`config.mk`:
```
export PLATFORM = sky130hd
export DESIGN_NAME = hor_host_oob_init
export DESIGN_NICKNAME = d
export VERILOG_FILES = /design/src/rtl/hor_pkg.sv /design/src/rtl/hor_host_oob_init.sv /design/src/rtl/hor_burst_gen.sv
export VERILOG_INCLUDE_DIRS = /design/src /design/src/rtl
export SDC_FILE = /design/constraint.sdc
export NUM_CORES = 1
export LEC_CHECK = 0
export ABC_AREA = 1
export ABC_CLOCK_PERIOD_IN_PS = 1700
export CELL_PAD_IN_SITES_DETAIL_PLACEMENT = 1
export CELL_PAD_IN_SITES_GLOBAL_PLACEMENT = 1
export CORE_MARGIN = 3
export CORE_UTILIZATION = 45
export CTS_CLUSTER_DIAMETER = 60
export CTS_CLUSTER_SIZE = 12
export DETAILED_ROUTE_END_ITERATION = 12
export DONT_BUFFER_PORTS = 1
export MAX_ROUTING_LAYER = met4
export PLACE_DENSITY = 0.86
export SYNTH_ARGS = -nofsm -noshare
export SYNTH_HDL_FRONTEND = slang
export SYNTH_SLANG_ARGS = --single-unit
```
`constraint.sdc`:
```
create_clock -name core_clk -period 1.7 [get_ports core_clk]
set_input_delay 0.085 -clock core_clk [delete_from_list [all_inputs] [get_ports core_clk]]
set_output_delay 0.085 -clock core_clk [all_outputs]
set_load 0.05 [all_outputs]
```
`src/rtl/hor_defines.svh`:
```
`ifndef HOR_DEFINES_SVH
`define HOR_DEFINES_SVH

// Clock rate of core_clk in MHz (25 ns period).
`define HOR_CLK_MHZ 40

// One out-of-band burst and the quiet gap that follows it.
`define HOR_BURST_NS 107
`define HOR_GAP_NS 320
`define HOR_BURST_CYC ((`HOR_BURST_NS * `HOR_CLK_MHZ + 999) / 1000)
`define HOR_GAP_CYC ((`HOR_GAP_NS * `HOR_CLK_MHZ) / 1000)

// Bursts are always sent in whole groups of this size.
`define HOR_BURSTS_PER_GRP 6
`define HOR_GEN_CNT_W 4
`define HOR_GEN_IDX_W 3

// Retry interval in the wait-for-device-init state.
`define HOR_RETRY_US 10000
`define HOR_RETRY_CYC (`HOR_RETRY_US * `HOR_CLK_MHZ)
`define HOR_RETRY_W 20

// Bound on finishing the reset bursts after an async entry.
`define HOR_FINISH_MS 10
`define HOR_FINISH_CYC (`HOR_FINISH_MS * 1000 * `HOR_CLK_MHZ)

// Input synchroniser depth for the detector pin.
`define HOR_SYNC_W 3

`endif

```
`src/rtl/hor_pkg.sv`:
```
`include "hor_defines.svh"

package hor_pkg;

   typedef enum logic [1:0] {
      host_reset_state,
      wait_device_init_state,
      wait_init_clear_state,
      host_calibrate_state
   } hor_state_e;

   typedef struct packed {
      hor_state_e st;
      logic [`HOR_SYNC_W-1:0] sync;
      logic cominit;
      logic [`HOR_RETRY_W-1:0] retry;
      logic sent;
   } hor_top_s;

   typedef struct packed {
      logic active;
      logic on;
      logic [`HOR_GEN_IDX_W-1:0] idx;
      logic [`HOR_GEN_CNT_W-1:0] cnt;
      logic group_end;
   } hor_gen_s;

endpackage

```
`src/rtl/hor_host_oob_init.sv`:
```
`timescale 1ns/1ps
`include "hor_defines.svh"

// Overview of operation
// - Power-on reset or explicit reset request sends the host to reset.
// - That reset entry happens from any state, at any moment.
// - With async recovery, COMINIT in the calibrate state forces reset.
// - Reset sends at least six bursts, total a multiple of six.
// - Bursts may run during the whole reset stay or start on leaving.
// - After async COMINIT entry, bursts finish within 10 ms of its end.
// - Without COMINIT, stay waiting unless recovery on and retry expired.
// - With recovery on, retry expiry without COMINIT returns to reset.
// - Leave reset for wait-for-init once both reset sources are negated, a burst group was sent and none is running.
// - Stay in wait-clear while COMINIT is seen; then go to calibrate.
module hor_host_oob_init #(
   parameter int RETRY_CYC = `HOR_RETRY_CYC, // retry interval in cycles
   parameter int FINISH_CYC = `HOR_FINISH_CYC // burst finish bound
) (
   input wire logic core_clk, // 40 MHz clock
   input wire logic srst, // power-on reset, synchronous, active high
   input wire logic reset_req, // explicit reset request, active high
   input wire logic async_rec_en, // async signal recovery supported
   input wire logic cominit_pin, // COMINIT detector output, asynchronous
   output logic tx_comreset, // drive a COMRESET burst now
   output logic in_reset, // host is in host_reset_state
   output logic in_wait_init, // host is in wait_device_init_state
   output logic in_wait_clear, // host is in wait_init_clear_state
   output logic calib_go // handed off to host_calibrate_state
);

   hor_pkg::hor_top_s r;
   hor_pkg::hor_top_s next_r;
   logic gen_run;
   logic gen_busy;
   logic gen_end;
   logic retry_done;

   // Bursts run for the whole reset stay, but a new group starts only while
   // the request stands or before any group went out. Otherwise the
   // generator would never go idle and the host could not leave reset.
   assign gen_run = (r.st == hor_pkg::host_reset_state) &&
      (reset_req || (!gen_busy && !r.sent && !gen_end));

   hor_burst_gen u_gen (
      .core_clk(core_clk),
      .srst(srst),
      .run(gen_run),
      .tx_burst(tx_comreset),
      .busy(gen_busy),
      .group_end(gen_end)
   );

   assign retry_done = async_rec_en &&
      (r.retry == `HOR_RETRY_W'(RETRY_CYC - 1));

   always_comb begin
      next_r = r;
      // The first flop only feeds the second; the level counts once the
      // second and third agree, which filters a single metastable sample.
      next_r.sync = {r.sync[`HOR_SYNC_W-2:0], cominit_pin};
      if (r.sync[`HOR_SYNC_W-1] == r.sync[`HOR_SYNC_W-2]) begin
         next_r.cominit = r.sync[`HOR_SYNC_W-1];
      end
      unique case (r.st)
         hor_pkg::host_reset_state: begin
            next_r.retry = '0;
            if (gen_end) begin
               next_r.sent = 1'b1;
            end
            if (!reset_req && !gen_busy && r.sent) begin
               next_r.st = hor_pkg::wait_device_init_state;
               next_r.sent = 1'b0;
            end
         end
         hor_pkg::wait_device_init_state: begin
            if (r.cominit) begin
               next_r.st = hor_pkg::wait_init_clear_state;
            end else if (retry_done) begin
               next_r.st = hor_pkg::host_reset_state;
            end else begin
               next_r.retry = r.retry + `HOR_RETRY_W'(1);
            end
         end
         hor_pkg::wait_init_clear_state: begin
            if (!r.cominit) begin
               next_r.st = hor_pkg::host_calibrate_state;
            end
         end
         hor_pkg::host_calibrate_state: begin
            next_r.st = r.st;
         end
      endcase
      if (async_rec_en && r.cominit &&
          r.st == hor_pkg::host_calibrate_state) begin
         next_r.st = hor_pkg::host_reset_state;
      end
      // The request beats every other exit, whatever the state.
      if (reset_req) begin
         next_r.st = hor_pkg::host_reset_state;
      end
   end

   always_ff @(posedge core_clk) begin
      if (srst) begin
         r <= '0;
         r.st <= hor_pkg::host_reset_state;
      end else begin
         r <= next_r;
      end
   end

   assign in_reset = (r.st == hor_pkg::host_reset_state);
   assign in_wait_init = (r.st == hor_pkg::wait_device_init_state);
   assign in_wait_clear = (r.st == hor_pkg::wait_init_clear_state);
   assign calib_go = (r.st == hor_pkg::host_calibrate_state);

   // Helper state read only by the assertions below.
   logic [7:0] chk_bursts;
   logic [`HOR_RETRY_W+2:0] chk_fin;
   logic chk_tx_q;

   always_ff @(posedge core_clk) begin
      if (srst || !in_reset) begin
         chk_bursts <= '0;
         chk_fin <= '0;
      end else begin
         if (tx_comreset && !chk_tx_q) begin
            chk_bursts <= chk_bursts + 8'h01;
         end
         if (gen_busy && !r.cominit) begin
            chk_fin <= chk_fin + (`HOR_RETRY_W+3)'(1);
         end
      end
   end

   always_ff @(posedge core_clk) begin
      if (srst) begin
         chk_tx_q <= 1'b0;
      end else begin
         chk_tx_q <= tx_comreset;
      end
   end
endmodule

```
`src/rtl/hor_burst_gen.sv`:
```
`timescale 1ns/1ps
`include "hor_defines.svh"

// Sends the reset burst pattern in whole groups while run is high. A group
// that has started always completes, so the total is a multiple of a group.
module hor_burst_gen (
   input wire logic core_clk, // 40 MHz clock
   input wire logic srst, // synchronous reset, active high
   input wire logic run, // keep sending groups
   output logic tx_burst, // burst being driven on the line
   output logic busy, // a group is in progress
   output logic group_end // one-cycle pulse after a full group
);

   hor_pkg::hor_gen_s r;
   hor_pkg::hor_gen_s next_r;

   always_comb begin
      next_r = r;
      next_r.group_end = 1'b0;
      if (!r.active) begin
         if (run) begin
            next_r.active = 1'b1;
            next_r.on = 1'b1;
            next_r.idx = '0;
            next_r.cnt = '0;
         end
      end else if (r.on) begin
         if (r.cnt == `HOR_GEN_CNT_W'(`HOR_BURST_CYC - 1)) begin
            next_r.on = 1'b0;
            next_r.cnt = '0;
         end else begin
            next_r.cnt = r.cnt + `HOR_GEN_CNT_W'(1);
         end
      end else if (r.cnt == `HOR_GEN_CNT_W'(`HOR_GAP_CYC - 1)) begin
         next_r.cnt = '0;
         if (r.idx == `HOR_GEN_IDX_W'(`HOR_BURSTS_PER_GRP - 1)) begin
            next_r.group_end = 1'b1;
            next_r.idx = '0;
            next_r.on = run;
            next_r.active = run;
         end else begin
            next_r.idx = r.idx + `HOR_GEN_IDX_W'(1);
            next_r.on = 1'b1;
         end
      end else begin
         next_r.cnt = r.cnt + `HOR_GEN_CNT_W'(1);
      end
   end

   always_ff @(posedge core_clk) begin
      if (srst) begin
         r <= '0;
      end else begin
         r <= next_r;
      end
   end

   assign tx_burst = r.on;
   assign busy = r.active;
   assign group_end = r.group_end;

endmodule

```
==> metrics <==
pin count of the biggest net entering global routing=25; Ports=10; Max FO, Critical Path=5; HP Class=input port to register; routability cong.=0.8957; worst hold stages=3; WP data required=1.93 ns; nets=between 300 and 400; top cells by area, synth=dfxtp_1 (34%), nand2_1 (16%), nor2_1 (9.2%); max-cap violations=0; placed insts=between 300 and 400; Clock transition at path regs=roughly 0.08 ns; Worst Clk Skew=approximately 0.0074 ns; global-route usage over all layers=23.77%; Storage cell area=roughly 750 um2; syn avg cell area=approximately 6.5 um2; status=finished, final reports clean; most frequent cell after synthesis=nand2_1; Seq/Total Area, Yosys=between 30% and 40%; pwr dens=641.0 nW/um2; total power=0.001582 W; Max Fclk=roughly 630 MHz; FFs w/ async S/R, synth=0%; Worst VDD drop=approximately 0.00046 V; Worst-Skew Late Latency=~0.29 ns; ANT nets after route=0; average vias per placed instance=5.426; Pre-antenna DRT Iters=4; input/output buffers=0; initial antenna violation count=0; Commonest cells post-synth=nand2_1 (90), nor2_1 (53), inv_1 (39); relative slew slack=31.13%; routed wire length per instance=around 15 um; vias in the first global route=about 2200; initial core utilization=48.15%; multi-input logic area=~1200 um2; root buf cell=clkbuf_8; Placed Area=between 2000 and 2500 um2; cells after synthesis=around 330; die area=between 5000 and 6000 um2; fin worst setup slack=~0.11 ns; cell area after layout=around 2500 um2; Die X=between 70 and 80 um; Row Count=24; Synth top area share=about a third; Final Hold Viols=0; main flop type after synthesis=dfxtp_1; detailed placement HPWL=roughly 4400 um; CTS tree=built; Crit Path Category=register to register; Synth Register Bits=37; R2R depth=9; clk buf depth=2; Initial DRC Count=around 110; Worst setup SP type=register; reg2reg setup slack=roughly 0.11 ns; filler cell count=between 600 and 700; crit end category=register; Worst Tran Pin Value=1.030 ns; Syn Std Cell Area=around 2200 um2; Die Span Y=between 70 and 80 um; minimum clock period=1.591 ns; P_leak=approximately 0.93 nW; setup TNS=0 ns; area grow syn2layout=14.52%; syn_nets=346; Critical Path AT=about 1.8 ns; post-detailed-routing wire length=6059 um; CTS buffer count=5; Post-Place Worst Slack=-0.04263 ns; Yosys cell types=26; via count=around 2200; crit share post-route=between 90% and 100%; final cell count without fillers=about 410; Slew Viols, Final=0; layout cells sized above 1=approximately an eighth; Core Area=4474 um2; gr ovfl total=0; # diodes=0; biggest area consumer among synthesized cells=dfxtp_1; synthesis warning total=0; final setup fails=0; first-pass GRT wire length=about 10000 um; Sink Count=37; H-tree levels=2; DRC viols=0; number of flops mapped to enable cells by yosys=0
-- final cells by class --
cell class,instances,area share (%)
repair buffers,21,6.998
flip-flops and latches,37,30.27
well taps,52,2.637
clock buffers,6,2.941
clock inverters,2,0.6085
inverters,39,5.933
multi-input cells,249,50.61
-- worst paths after layout --
kind / from / end
hold reg to reg: next_r[23] / next_r[24]
hold / removal: async_rec_en / r[26]
setup / recovery: r[2] / r[19]
setup reg to reg: r[2] / r[19]
-- cell families (layout without fill, tap and decap cells) --
family	Yosys count	count (layout)	synth area share, %
AOI/OAI and AO/OA	46	46	11.38
buffers and inverters	48	68	9.930
xor gates and xnor gates	5	5	2.032
and+or+nand+nor	191	191	38.21
DFF	37	37	34.38
adders and majority gates	7	7	4.065
-- worst max-delay path, cell delays in order, from the launching register on --
cell and delay [ns]:
dfxtp_2 0.36, ha_1 0.18, nand2_2 0.10, nor2_1 0.10, buf_4 0.15, nand3_2 0.10, nor2_1 0.22, a21o_2 0.16
nand2_1 0.05, a21oi_1 0.12
-- stage by stage --
| step | hold WS, ns | utilization (%) |
|---|---|---|
| final | 0.02746 | 55.15 |
| after global routing | 0.07339 | 55.15 |
| after CTS | 0.03284 | 54.05 |
| after detailed placement | 0.1594 | 50.73 |
| after global placement | 0.1573 | 50.73 |
| after floorplan | 0.1920 | - |
-- registers in the layout, summed over array words and instances, names as in the netlist --
signal,count
r,25
u_gen.r,7
next_r,2
u_gen.busy,1
u_gen.group_end,1
u_gen.tx_burst,1
-- cells in the final DEF, fill, tap and decap left out --
master / Yosys / routed
a211oi_1: 2 / 2
a21o_2: 1 / 1
a21oi_1: 34 / 34
a22oi_1: 1 / 1
a311oi_1: 1 / 1
buf_4: 0 / 16
buf_6: 3 / 2
clkbuf_1: 4 / 1
clkbuf_8: 1 / 5
clkinvlp_4: 0 / 2
dfxtp_1: 37 / 32
dfxtp_2: 0 / 5
dlygate4sd3_1: 0 / 3
ha_1: 7 / 5
ha_2: 0 / 1
ha_4: 0 / 1
inv_1: 39 / 39
nand2_1: 90 / 88
nand2_2: 1 / 3
nand2_4: 2 / 1
nand2_8: 0 / 1
nand3_1: 29 / 29
nand3_2: 2 / 2
nand3b_1: 2 / 2
nand4_1: 3 / 3
nor2_1: 53 / 47
nor2_2: 0 / 5
nor2_4: 0 / 1
nor3_1: 7 / 7
nor3_4: 1 / 1
nor3b_1: 1 / 1
o21ai_0: 7 / 5
o21ai_1: 0 / 2
xnor2_1: 1 / 1
xor2_1: 4 / 4
-- where the power goes --
group          internal (W)  total (W)  switching (W)
logic             0.0000235  0.0000765      0.0000530
clock network      0.000289   0.000614       0.000326
registers          0.000878   0.000891      0.0000123
-- per-layer routing --
metal  track usage, %  part of all wire [%]
met5                -                     0
met4            8.350                   1.6
met3            4.806                   2.7
met2            40.43                    50
met1            27.76                    46
-- repair_timing --
item | CTS | global route
buffers inserted | 3 | 0
cloned | 0 | 0
pin swaps | 1 | 2
hold buffers | 3 | 0
endpoints found under the setup margin | 6 | 28
resized for setup | 1 | 19
endpoints found under the hold margin | 25 | 0
(Power assumes the default switching activity.)
